File: config.mk
export PLATFORM = sky130hd
export DESIGN_NAME = frame_crc32_generator
export DESIGN_NICKNAME = d
export VERILOG_FILES = /design/src/rtl/crc32_dword_update.v /design/src/rtl/frame_crc32_generator.v
export VERILOG_INCLUDE_DIRS = /design/src /design/src/inc
export SDC_FILE = /design/constraint.sdc
export NUM_CORES = 1
export LEC_CHECK = 0
export BUFFER_PORTS_ARGS = -buffer_cell sky130_fd_sc_hd__buf_2
export CAP_MARGIN = 10
export CELL_PAD_IN_SITES_DETAIL_PLACEMENT = 0
export CELL_PAD_IN_SITES_GLOBAL_PLACEMENT = 2
export CORE_MARGIN = 3
export CORE_UTILIZATION = 41
export CTS_CLUSTER_SIZE = 40
export DETAILED_ROUTE_END_ITERATION = 8
export PLACE_DENSITY = 0.87
export SLEW_MARGIN = 10
export SYNTH_ARGS = -nofsm -noshare
export SYNTH_HDL_FRONTEND = slang
export SYNTH_SLANG_ARGS = --single-unit
export TNS_END_PERCENT = 10
File: constraint.sdc
create_clock -name clk -period 10.94 [get_ports clk]
set_input_delay 1.094 -clock clk [delete_from_list [all_inputs] [get_ports clk]]
set_output_delay 1.094 -clock clk [all_outputs]
set_load 0.02 [all_outputs]
File: src/inc/frame_crc32_defines.vh
// Constants shared by the frame check generator and its update network.
// Assumes it is included by bare name from files under rtl/.
`ifndef FRAME_CRC32_DEFINES_VH
`define FRAME_CRC32_DEFINES_VH

// Generator polynomial, top term implied, and the seed loaded at frame start.
`define CRC_POLY            32'h04c11db7
`define CRC_SEED            32'h52325032
`define CRC_WIDTH           32

// Frame size limits in bytes, and the bytes per dword.
`define CRC_GUARANTEE_BYTES 16384
`define CRC_PAYLOAD_BYTES   8192
`define CRC_OVERHEAD_BYTES  64
`define CRC_BYTES_PER_WORD  4

// Width of the dword counter, enough to pass the largest limit.
`define CRC_COUNT_WIDTH     13

`endif

File: src/rtl/crc32_dword_update.v
// Combinational update of the 32-bit remainder by one whole dword.
// Assumes the caller registers the result; no state is held here.
`include "frame_crc32_defines.vh"
`default_nettype none

module crc32_dword_update (
   // Current remainder and incoming content dword.
   input  wire [31:0] remainder,
   input  wire [31:0] dataWord,
   // Remainder after the dword is folded in.
   output reg  [31:0] nextRemainder
);

   reg [31:0] work;
   integer    i;

   // The dword is added to the remainder first, then the feedback network acts
   // on the sum; the loop unrolls into a flat XOR network.
   always @* begin
      work = remainder ^ dataWord;
      for (i = 0; i < `CRC_WIDTH; i = i + 1) begin
         if (work[31]) begin
            work = {work[30:0], 1'b0} ^ `CRC_POLY;
         end else begin
            work = {work[30:0], 1'b0};
         end
      end
      nextRemainder = work;
   end

endmodule // crc32_dword_update

`default_nettype wire

File: src/rtl/frame_crc32_generator.v
// Frame check generator and checker, one dword per clock.
// Assumes framing logic on the same clock drives the strobes, one request each.
//
// Notes on behaviour
// - Polynomial x32+x26+x23+x22+x16+...+x+1.
// - Fold one full dword per update, parallel.
// - Check dword follows last content, precedes end.
// - Detection guaranteed only up to 16384 bytes.
// - At most 8192 payload plus 64 overhead bytes.
// - Load seed 0x52325032 at every frame start.
// - XOR dword into remainder, then feedback network.
`include "frame_crc32_defines.vh"
`default_nettype none

module frame_crc32_generator (
   // Clock, reset and clock enable.
   input  wire        clk,
   input  wire        rst,
   input  wire        clkEn,
   // Frame control from the framing logic.
   input  wire        frameStart,
   input  wire        wordValid,
   input  wire [31:0] wordIn,
   input  wire        sendCheck,
   input  wire        rxCheckValid,
   input  wire [31:0] rxCheckWord,
   // Transmit check dword.
   output reg         checkValid,
   output reg  [31:0] checkWord,
   // Receive verdict.
   output reg         crcMismatch,
   output reg         crcMatch,
   // Frame state and size flags.
   output reg         inFrame,
   output reg         overPayloadLimit,
   output reg         overGuaranteeLimit
);

   ////////////////////////////////////////////////////////////////////////////
   localparam [1:0] IDLE  = 2'b01;
   localparam [1:0] ACCUM = 2'b10;

   localparam integer PAYLOAD_WORDS_I =
      (`CRC_PAYLOAD_BYTES + `CRC_OVERHEAD_BYTES) / `CRC_BYTES_PER_WORD;
   localparam integer GUARANTEE_WORDS_I = `CRC_GUARANTEE_BYTES / `CRC_BYTES_PER_WORD;
   localparam [`CRC_COUNT_WIDTH-1:0] PAYLOAD_WORDS   = PAYLOAD_WORDS_I[`CRC_COUNT_WIDTH-1:0];
   localparam [`CRC_COUNT_WIDTH-1:0] GUARANTEE_WORDS =
      GUARANTEE_WORDS_I[`CRC_COUNT_WIDTH-1:0];
   localparam [`CRC_COUNT_WIDTH-1:0] COUNT_MAX = {`CRC_COUNT_WIDTH{1'b1}};
   localparam [`CRC_COUNT_WIDTH-1:0] COUNT_ONE = {{(`CRC_COUNT_WIDTH-1){1'b0}}, 1'b1};

   ////////////////////////////////////////////////////////////////////////////
   reg  [1:0]                  state;
   reg  [1:0]                  next_state;
   reg  [31:0]                 remainder;
   reg  [`CRC_COUNT_WIDTH-1:0] wordCount;
   reg  [`CRC_COUNT_WIDTH-1:0] next_wordCount;
   wire [31:0]                 updateBase;
   wire [31:0]                 updated;
   wire                        foldWord;
   wire                        closeFrame;

   // A start with a word in the same cycle folds that word onto the seed.
   assign updateBase = frameStart ? `CRC_SEED : remainder;
   assign foldWord   = wordValid && (frameStart || (state == ACCUM));
   assign closeFrame = (sendCheck || rxCheckValid) && (state == ACCUM) && !frameStart;

   crc32_dword_update u_update (
      .remainder     (updateBase),
      .dataWord      (wordIn),
      .nextRemainder (updated)
   );

   ////////////////////////////////////////////////////////////////////////////
   always @* begin
      next_state = state;
      case (state)
         IDLE: begin
            if (frameStart) begin
               next_state = ACCUM;
            end
         end
         ACCUM: begin
            if (frameStart) begin
               next_state = ACCUM;
            end else if (closeFrame) begin
               next_state = IDLE;
            end
         end
         default: begin
            next_state = IDLE;
         end
      endcase
   end

   // Dword count saturates so a runaway frame cannot wrap below the limits.
   always @* begin
      if (frameStart) begin
         next_wordCount = wordValid ? COUNT_ONE : {`CRC_COUNT_WIDTH{1'b0}};
      end else if (foldWord && (wordCount != COUNT_MAX)) begin
         next_wordCount = wordCount + COUNT_ONE;
      end else begin
         next_wordCount = wordCount;
      end
   end

   ////////////////////////////////////////////////////////////////////////////
   always @(posedge clk or posedge rst) begin
      if (rst) begin
         state              <= IDLE;
         remainder          <= `CRC_SEED;
         wordCount          <= {`CRC_COUNT_WIDTH{1'b0}};
         checkValid         <= 1'b0;
         checkWord          <= 32'h00000000;
         crcMismatch        <= 1'b0;
         crcMatch           <= 1'b0;
         inFrame            <= 1'b0;
         overPayloadLimit   <= 1'b0;
         overGuaranteeLimit <= 1'b0;
      end else if (clkEn) begin
         state     <= next_state;
         wordCount <= next_wordCount;
         inFrame   <= (next_state == ACCUM);
         if (foldWord) begin
            remainder <= updated;
         end else if (frameStart) begin
            remainder <= `CRC_SEED;
         end
         // Check dword is issued the cycle after the last content dword is
         // folded, so the framing logic places it right before end of frame.
         checkValid <= closeFrame && sendCheck;
         if (closeFrame && sendCheck) begin
            checkWord <= remainder;
         end
         crcMismatch <= closeFrame && !sendCheck && (rxCheckWord != remainder);
         crcMatch    <= closeFrame && !sendCheck && (rxCheckWord == remainder);
         // Size flags hold for the frame and clear at the next start.
         overPayloadLimit   <= (next_wordCount > PAYLOAD_WORDS) ||
                               (overPayloadLimit && !frameStart);
         overGuaranteeLimit <= (next_wordCount > GUARANTEE_WORDS) ||
                               (overGuaranteeLimit && !frameStart);
      end
   end

endmodule // frame_crc32_generator

`default_nettype wire

Word-level counts from Yosys, hierarchy flattened
Cells that the tools add are included.
{ "word_totals": {"elab_cells": 110, "output_inout_bits": 38, "ff_bits": 85} }
{ "op_classes": {"bitwise_logic": 33, "addsub": 1, "n_reduce_logical": 17, "order_cmp": 2, "n_eq_ne": 6, "muxes": 41} }
{ "ops": {"columns": ["operator", "n"], "rows": [
  ["27-bit 2-to-1 mux", 32],
  ["14-bit inverter", 32],
  ["32-bit 2-to-1 mux", 2],
  ["32-bit equality test", 1],
  ["32-bit != test", 1],
  ["32-bit XOR", 1],
  ["13-bit 2-to-1 mux", 2],
  ["13-bit by 1-bit adder with 13-bit output, second input constant", 1],
  ["13-bit by 12-bit > comparator with 1-bit output, second input constant", 1],
  ["13-bit > comparator, second input constant", 1],
  ["13-bit != test, second input constant", 1],
  ["1-bit logical AND", 10],
  ["2-bit 2-to-1 mux", 3],
  ["2-bit equality test, second input constant", 2],
  ["1-bit logical OR", 4],
  ["2-bit case mux with 2 select lines", 1],
  ["2-bit by 1-bit equality test with 1-bit output, second input constant", 1],
  ["1-bit logical NOT", 2],
  ["2-bit AND reduction", 1],
  ["1-bit 2-to-1 mux", 1]
]} }

Longest topological paths before layout
{ "logic_depth": {"ltp_word": 67, "depth_mapped": 14} }

By module
From an unflattened synthesis, not the netlist that was laid out.
{ "hier_totals": {"hier_cells": 650, "hier_area_um2": 8005.2} }
{ "modules_own_cells": {"columns": ["mod", "n_inst", "seq_area_each_um2", "cells_each", "area_per_inst_um2"], "rows": [
  ["frame_crc32_generator", 1, 2142.1, 395, 4332.9],
  ["crc32_dword_update", 1, 0.0, 255, 3672.3]
]} }

Worst setup path after synthesis
OpenSTA, ideal clock, no wires.
{ "synth_timing": {"path_kind": "input port to flip-flop", "from": "input port wordIn[31]", "to": "register remainder[14]", "cell_stages": 9, "path_slack_ps": 6614, "arrival_time_ps": 4247, "cell_sequence": "buf_4 > xor2_1 > xnor3_1 > xor3_1 > xor3_2 > xnor3_2 > xnor3_1 > xnor2_1 > o22a_1"} }
{ "synth_via": {"elab_chain_len": 40, "word_cells_on_any_way": 62} }
{ "synth_rtl": {"columns": ["element", "line", "text"], "rows": [
  ["start, declared", "frame_crc32_generator.v:23", "input wire [31:0] wordIn,"],
  ["32-bit XOR *", "crc32_dword_update.v:20", "work = remainder ^ dataWord;"],
  ["27-bit 2-to-1 mux *", "crc32_dword_update.v:22", "if (work[31]) begin"],
  ["14-bit inverter (no source line) or 27-bit 2-to-1 mux (tied branches)", null, null],
  ["27-bit 2-to-1 mux or 14-bit inverter (tied branches) (3 in a row)", null, null],
  ["27-bit 2-to-1 mux", "crc32_dword_update.v:22", null],
  ["14-bit inverter (no source line) or 27-bit 2-to-1 mux (tied branches)", null, null],
  ["27-bit 2-to-1 mux or 14-bit inverter (tied branches) (3 in a row)", null, null],
  ["27-bit 2-to-1 mux", "crc32_dword_update.v:22", null],
  ["[... 18 more ...]", null, null],
  ["27-bit 2-to-1 mux or 14-bit inverter (tied branches)", null, null],
  ["14-bit inverter (no source line) or 27-bit 2-to-1 mux (tied branches)", null, null],
  ["27-bit 2-to-1 mux or 14-bit inverter (tied branches)", null, null],
  ["14-bit inverter (no source line) or 27-bit 2-to-1 mux (tied branches)", null, null],
  ["27-bit 2-to-1 mux", "crc32_dword_update.v:22", null],
  ["14-bit inverter (no source line)", null, null],
  ["27-bit 2-to-1 mux * (3 in a row)", "crc32_dword_update.v:22", null],
  ["32-bit 2-to-1 mux *", "frame_crc32_generator.v:124", "if (foldWord) begin"],
  ["end signal, assigned", "frame_crc32_generator.v:111", "remainder <= `CRC_SEED;"],
  ["end signal, assigned", "frame_crc32_generator.v:125", "remainder <= updated;"],
  ["end signal, assigned", "frame_crc32_generator.v:127", "remainder <= `CRC_SEED;"],
  ["end, declared", "frame_crc32_generator.v:55", "reg [31:0] remainder;"]
]} }
Every way passes the cells marked *; elsewhere a longest branch is shown, timed or not.
A chain may end at the register's enable or synchronous reset.

Worst setup path in the final report
{ "layout_timing": {"from": "input port frameStart", "to": "register remainder[5]"} }
{ "layout_via": {"elab_chain_len": 43, "word_cells_on_any_way": 66} }
{ "layout_rtl": {"columns": ["element", "line", "text"], "rows": [
  ["start, declared", "frame_crc32_generator.v:21", "input wire frameStart,"],
  ["32-bit 2-to-1 mux", null, null],
  ["32-bit XOR", "crc32_dword_update.v:20", null],
  ["27-bit 2-to-1 mux or 14-bit inverter (tied branches)", null, null],
  ["14-bit inverter (no source line) or 27-bit 2-to-1 mux (tied branches)", null, null],
  ["27-bit 2-to-1 mux or 14-bit inverter (tied branches)", null, null],
  ["14-bit inverter (no source line) or 27-bit 2-to-1 mux (tied branches)", null, null],
  ["27-bit 2-to-1 mux", "crc32_dword_update.v:22", null],
  ["27-bit 2-to-1 mux or 14-bit inverter (tied branches)", null, null],
  ["[... 27 more ...]", null, null],
  ["14-bit inverter (no source line) or 27-bit 2-to-1 mux (tied branches)", null, null],
  ["27-bit 2-to-1 mux", "crc32_dword_update.v:22", null],
  ["27-bit 2-to-1 mux or 14-bit inverter (tied branches)", null, null],
  ["14-bit inverter (no source line) or 27-bit 2-to-1 mux (tied branches)", null, null],
  ["27-bit 2-to-1 mux or 14-bit inverter (tied branches)", null, null],
  ["14-bit inverter (no source line) or 27-bit 2-to-1 mux (tied branches)", null, null],
  ["27-bit 2-to-1 mux", "crc32_dword_update.v:22", null],
  ["32-bit 2-to-1 mux *", "frame_crc32_generator.v:124", null]
]} }
Marked as above.

==> metrics.md <==
| Metric | Value |
|---|---|
| Total GRT Usage | 22.1% |
| Most common cell after layout, fill and taps aside | xnor2_1 |
| Site Rows | 49 |
| Clk root buf | clkbuf_16 |
| Clk slew on worst S/H paths | approximately 70 ps |
| Multi-input logic area | 5330 um2 |
| Sequential area share after synthesis | 28.0% |
| Synth top area cells | dfrtp_1 24%, xnor2_1 21%, xnor3_1 11% |
| Core area | 18100 um2 |
| Syn Nets | 780 |
| R2R cell count | 10 |
| Reg2reg start | remainder[31]$_DFFE_PP0P_ |
| Post-Synth Adder-Cell Area | 0.491% |
| Unrepaired setup endpoints after global routing | false |
| Post-CTS Hold Buffers | 0 |
| Antenna Diode Count | 0 |
| Vias in the first global route | ~5600 |
| Worst Path Buf+Inv | 2 |
| Worst R2R End | remainder[5]$_DFFE_PP1P_ |
| Main combinational cell family by area after synthesis | XOR/XNOR gates |
| Cell variety after synth | 50 |
| Starting Density | between 40% and 50% |
| Post-CTS Setup Inserts | 0 |
| Remaining global-route overflow | 0 |
| PortBufs | 108 |
| Share of cells above drive strength 1 | 25.7% |
| YS warnings | 0 |
| Compound-Gate Fraction of Synth Area | 6.75% |
| Hold WC Path Type | reg2reg |
| Die ar. | 20300 um2 |
| Drt pass-1 iters | 4 |
| Kind of critical path | in2reg |
| Min Tclk post-route | between 4000 and 5000 ps |
| WP data arrival | roughly 5100 ps |
| Status | finished clean |
| Die Height | 143 um |
| Die Wd | between 100 and 150 um |
| Final worst-path cycle share | 44.3% |
| Clock latency on the worst-skew pair | 350 ps |
| CP Cell Sequence | buf_2 > buf_4 > nor2_1 > xnor2_4 > xnor3_2 > xnor3_1 > xnor3_1 > xnor2_1 > xor3_2 > xnor2_1 > o22a_1 |
| #FFs+latches synth | 85 |
| Max-Cap Viols | 0 |
| Share of the synthesized area in the top cell type | 23.9% |
| Relative slew slack | 25.6% |
| ANT nets after route | 0 |
| Setup crit start kind | primary input |
| Worst Setup End Kind | register |
| Sink Count | 85 |
| Wirelength, routed | 22.4 mm |
| Synth Instances | 706 |
| Most frequent cells in the layout | 183 x xnor2_1, 108 x buf_2, 73 x dfrtp_1 |
| Synthesized area | 7650 um2 |
| Routability-driven placement congestion ratio | 0.896 |
| Final Setup Violations | 0 |
| Family with the most delay on the worst path | XOR/XNOR gates |
| Clock Skews | between 8 and 9 ps |
| Global-route wire length before repair | 34.0 mm |
| Avg WL per Cell | 21.7 um |
| Measured slew at the worst slew-check pin | 1120 ps |
| CTS tree | done |
| Fill count | 1695 |
| H-tree lvl count | 3 |
| DRC | 0 |
| Pin count of the biggest net entering global routing | 64 |
| Worst path required time | 11230 ps |
| Post-synth top area cell | dfrtp_1 |
| Post-DP HPWL | 17.7 mm |
| Clock Tree Buf Depth | 2 |
| Final Hold Fails | 0 |
| Crit path max fanout | 52 |
| Mux contribution to synthesized area | 4.99% |
| Layout Nets | 872 |
| Synth Area in Simple Gates | 8.16% |
| Slowest cell on the critical path | xnor3_1 |
| Setup TNS | 0 ps |
| Total CTS buffers | 9 |
| Xor and xnor area share after synthesis | 49.2% |
| Reg area | 2140 um2 |
| Initial DRC Count | 329 |
| Routed vias/inst | 5.36 |
| Hold Path Origin | crcMatch$_DFFE_PP0P_ |
| Initial antenna violation count | 0 |
| Hold path depth | 2 |
| Worst reg-to-reg setup slack | around 6500 ps |
| Via count | 5527 |
| CP max stage delay | 620 ps |
| Endpoint, Worst Hold | crcMatch$_DFFE_PP0P_ |
| Ys async rst share | 100% |
| Primary FF master, synth | dfrtp_1 |
| Area Growth Syn to Fin | 12.9% |
| Peak Freq | roughly 210 MHz |
| Ports | 109 |
| Post-cts gate resize count | 0 |
| Number of flops mapped to enable cells by yosys | 0 |
| Final Max Tran Viols | 0 |
| Avg Cell Area, Syn | 10.8 um2 |
layer usage:
metal  global-route usage [%]  up-vias  wire [um]
met5                        0        -          0
met4                     6.00        0        537
met3                     3.75       34       1330
met2                     35.2      187      10200
met1                     31.3     2756      10300
li1                         -     2550          -
final cells by class:
class	instances	area share, %
clock buffers	9	2.61
clock inverters	7	0.739
inverters	7	0.319
multi-input cells	584	61.7
flip-flops and latches	85	24.8
well taps	229	3.32
repair buffers	111	6.52
flip-flops by register name, indices dropped and copies added, names as in the netlist:
register	flops
inFrame	1
remainder	32
overGuaranteeLimit	1
state	2
crcMismatch	1
crcMatch	1
checkValid	1
checkWord	32
overPayloadLimit	1
wordCount	13
synthesized netlist by cell type, types with 2 or more instances:
master    number
xnor2_1      183
dfrtp_1       73
xor2_1        70
nand2_1       50
nor2_1        45
xnor3_1       39
o21ai_0       36
mux2_2        33
clkbuf_1      16
xnor2_2       13
dfstp_2       12
a21oi_1       11
o22a_1        10
nand4_1        9
nor3_1         9
buf_2          7
inv_1          7
nor2b_1        7
nand3_1        6
xnor2_4        6
xnor3_2        6
and3_1         5
a31oi_1        4
o21ai_1        4
a32o_1         3
buf_4          3
buf_6          3
ha_1           3
nor4_1         3
o211ai_1       3
xor3_2         3
nor2_2         2
o22ai_1        2
o41ai_1        2
xor2_2         2
xor3_1         2
worst register-to-register path: cells and delay by family (launching register included):
family           cells  cell delay, ps
flip-flops           1             680
AO/OA/AOI/OAI        1             170
XOR/XNOR             8            3360
AND/OR/NAND/NOR      1             130
kinds of logic after synthesis:
group	count (synthesis)
AOI/OAI and AO/OA	83
and+or+nand+nor	140
muxes	34
buffers and inverters	37
xor gates and xnor gates	324
DFF	85
adders and majority gates	3
how the worst max path moves through the flow:
stage,startpoint,end,slack [ps],depth (start not counted)
final,frameStart,remainder[5]$_DFFE_PP1P_,6100,11
after global routing,frameStart,remainder[5]$_DFFE_PP1P_,5860,11
after CTS,frameStart,remainder[5]$_DFFE_PP1P_,6090,11
after detailed placement,frameStart,remainder[5]$_DFFE_PP1P_,5750,11
after global placement,frameStart,remainder[23]$_DFFE_PP0P_,5810,11
after floorplan,wordIn[31],remainder[14]$_DFFE_PP1P_,6610,9
metrics by stage:
step	setup WS, ps	cell area [um2]	utilization (%)	hold WS (ps)	cells
2_1_floorplan	6610	7650	-	476	706
5_1_grt	5860	8640	47.6	527	1032
6_report	6100	8640	47.6	492	1032
3_3_place_gp	5810	8350	46.0	463	1016
3_5_place_dp	5750	8350	46.0	479	1016
4_1_cts	6090	8640	47.6	496	1032
Power is not shown: default switching activity piles up to over one toggle a cycle in this logic, so the estimate is an artifact.
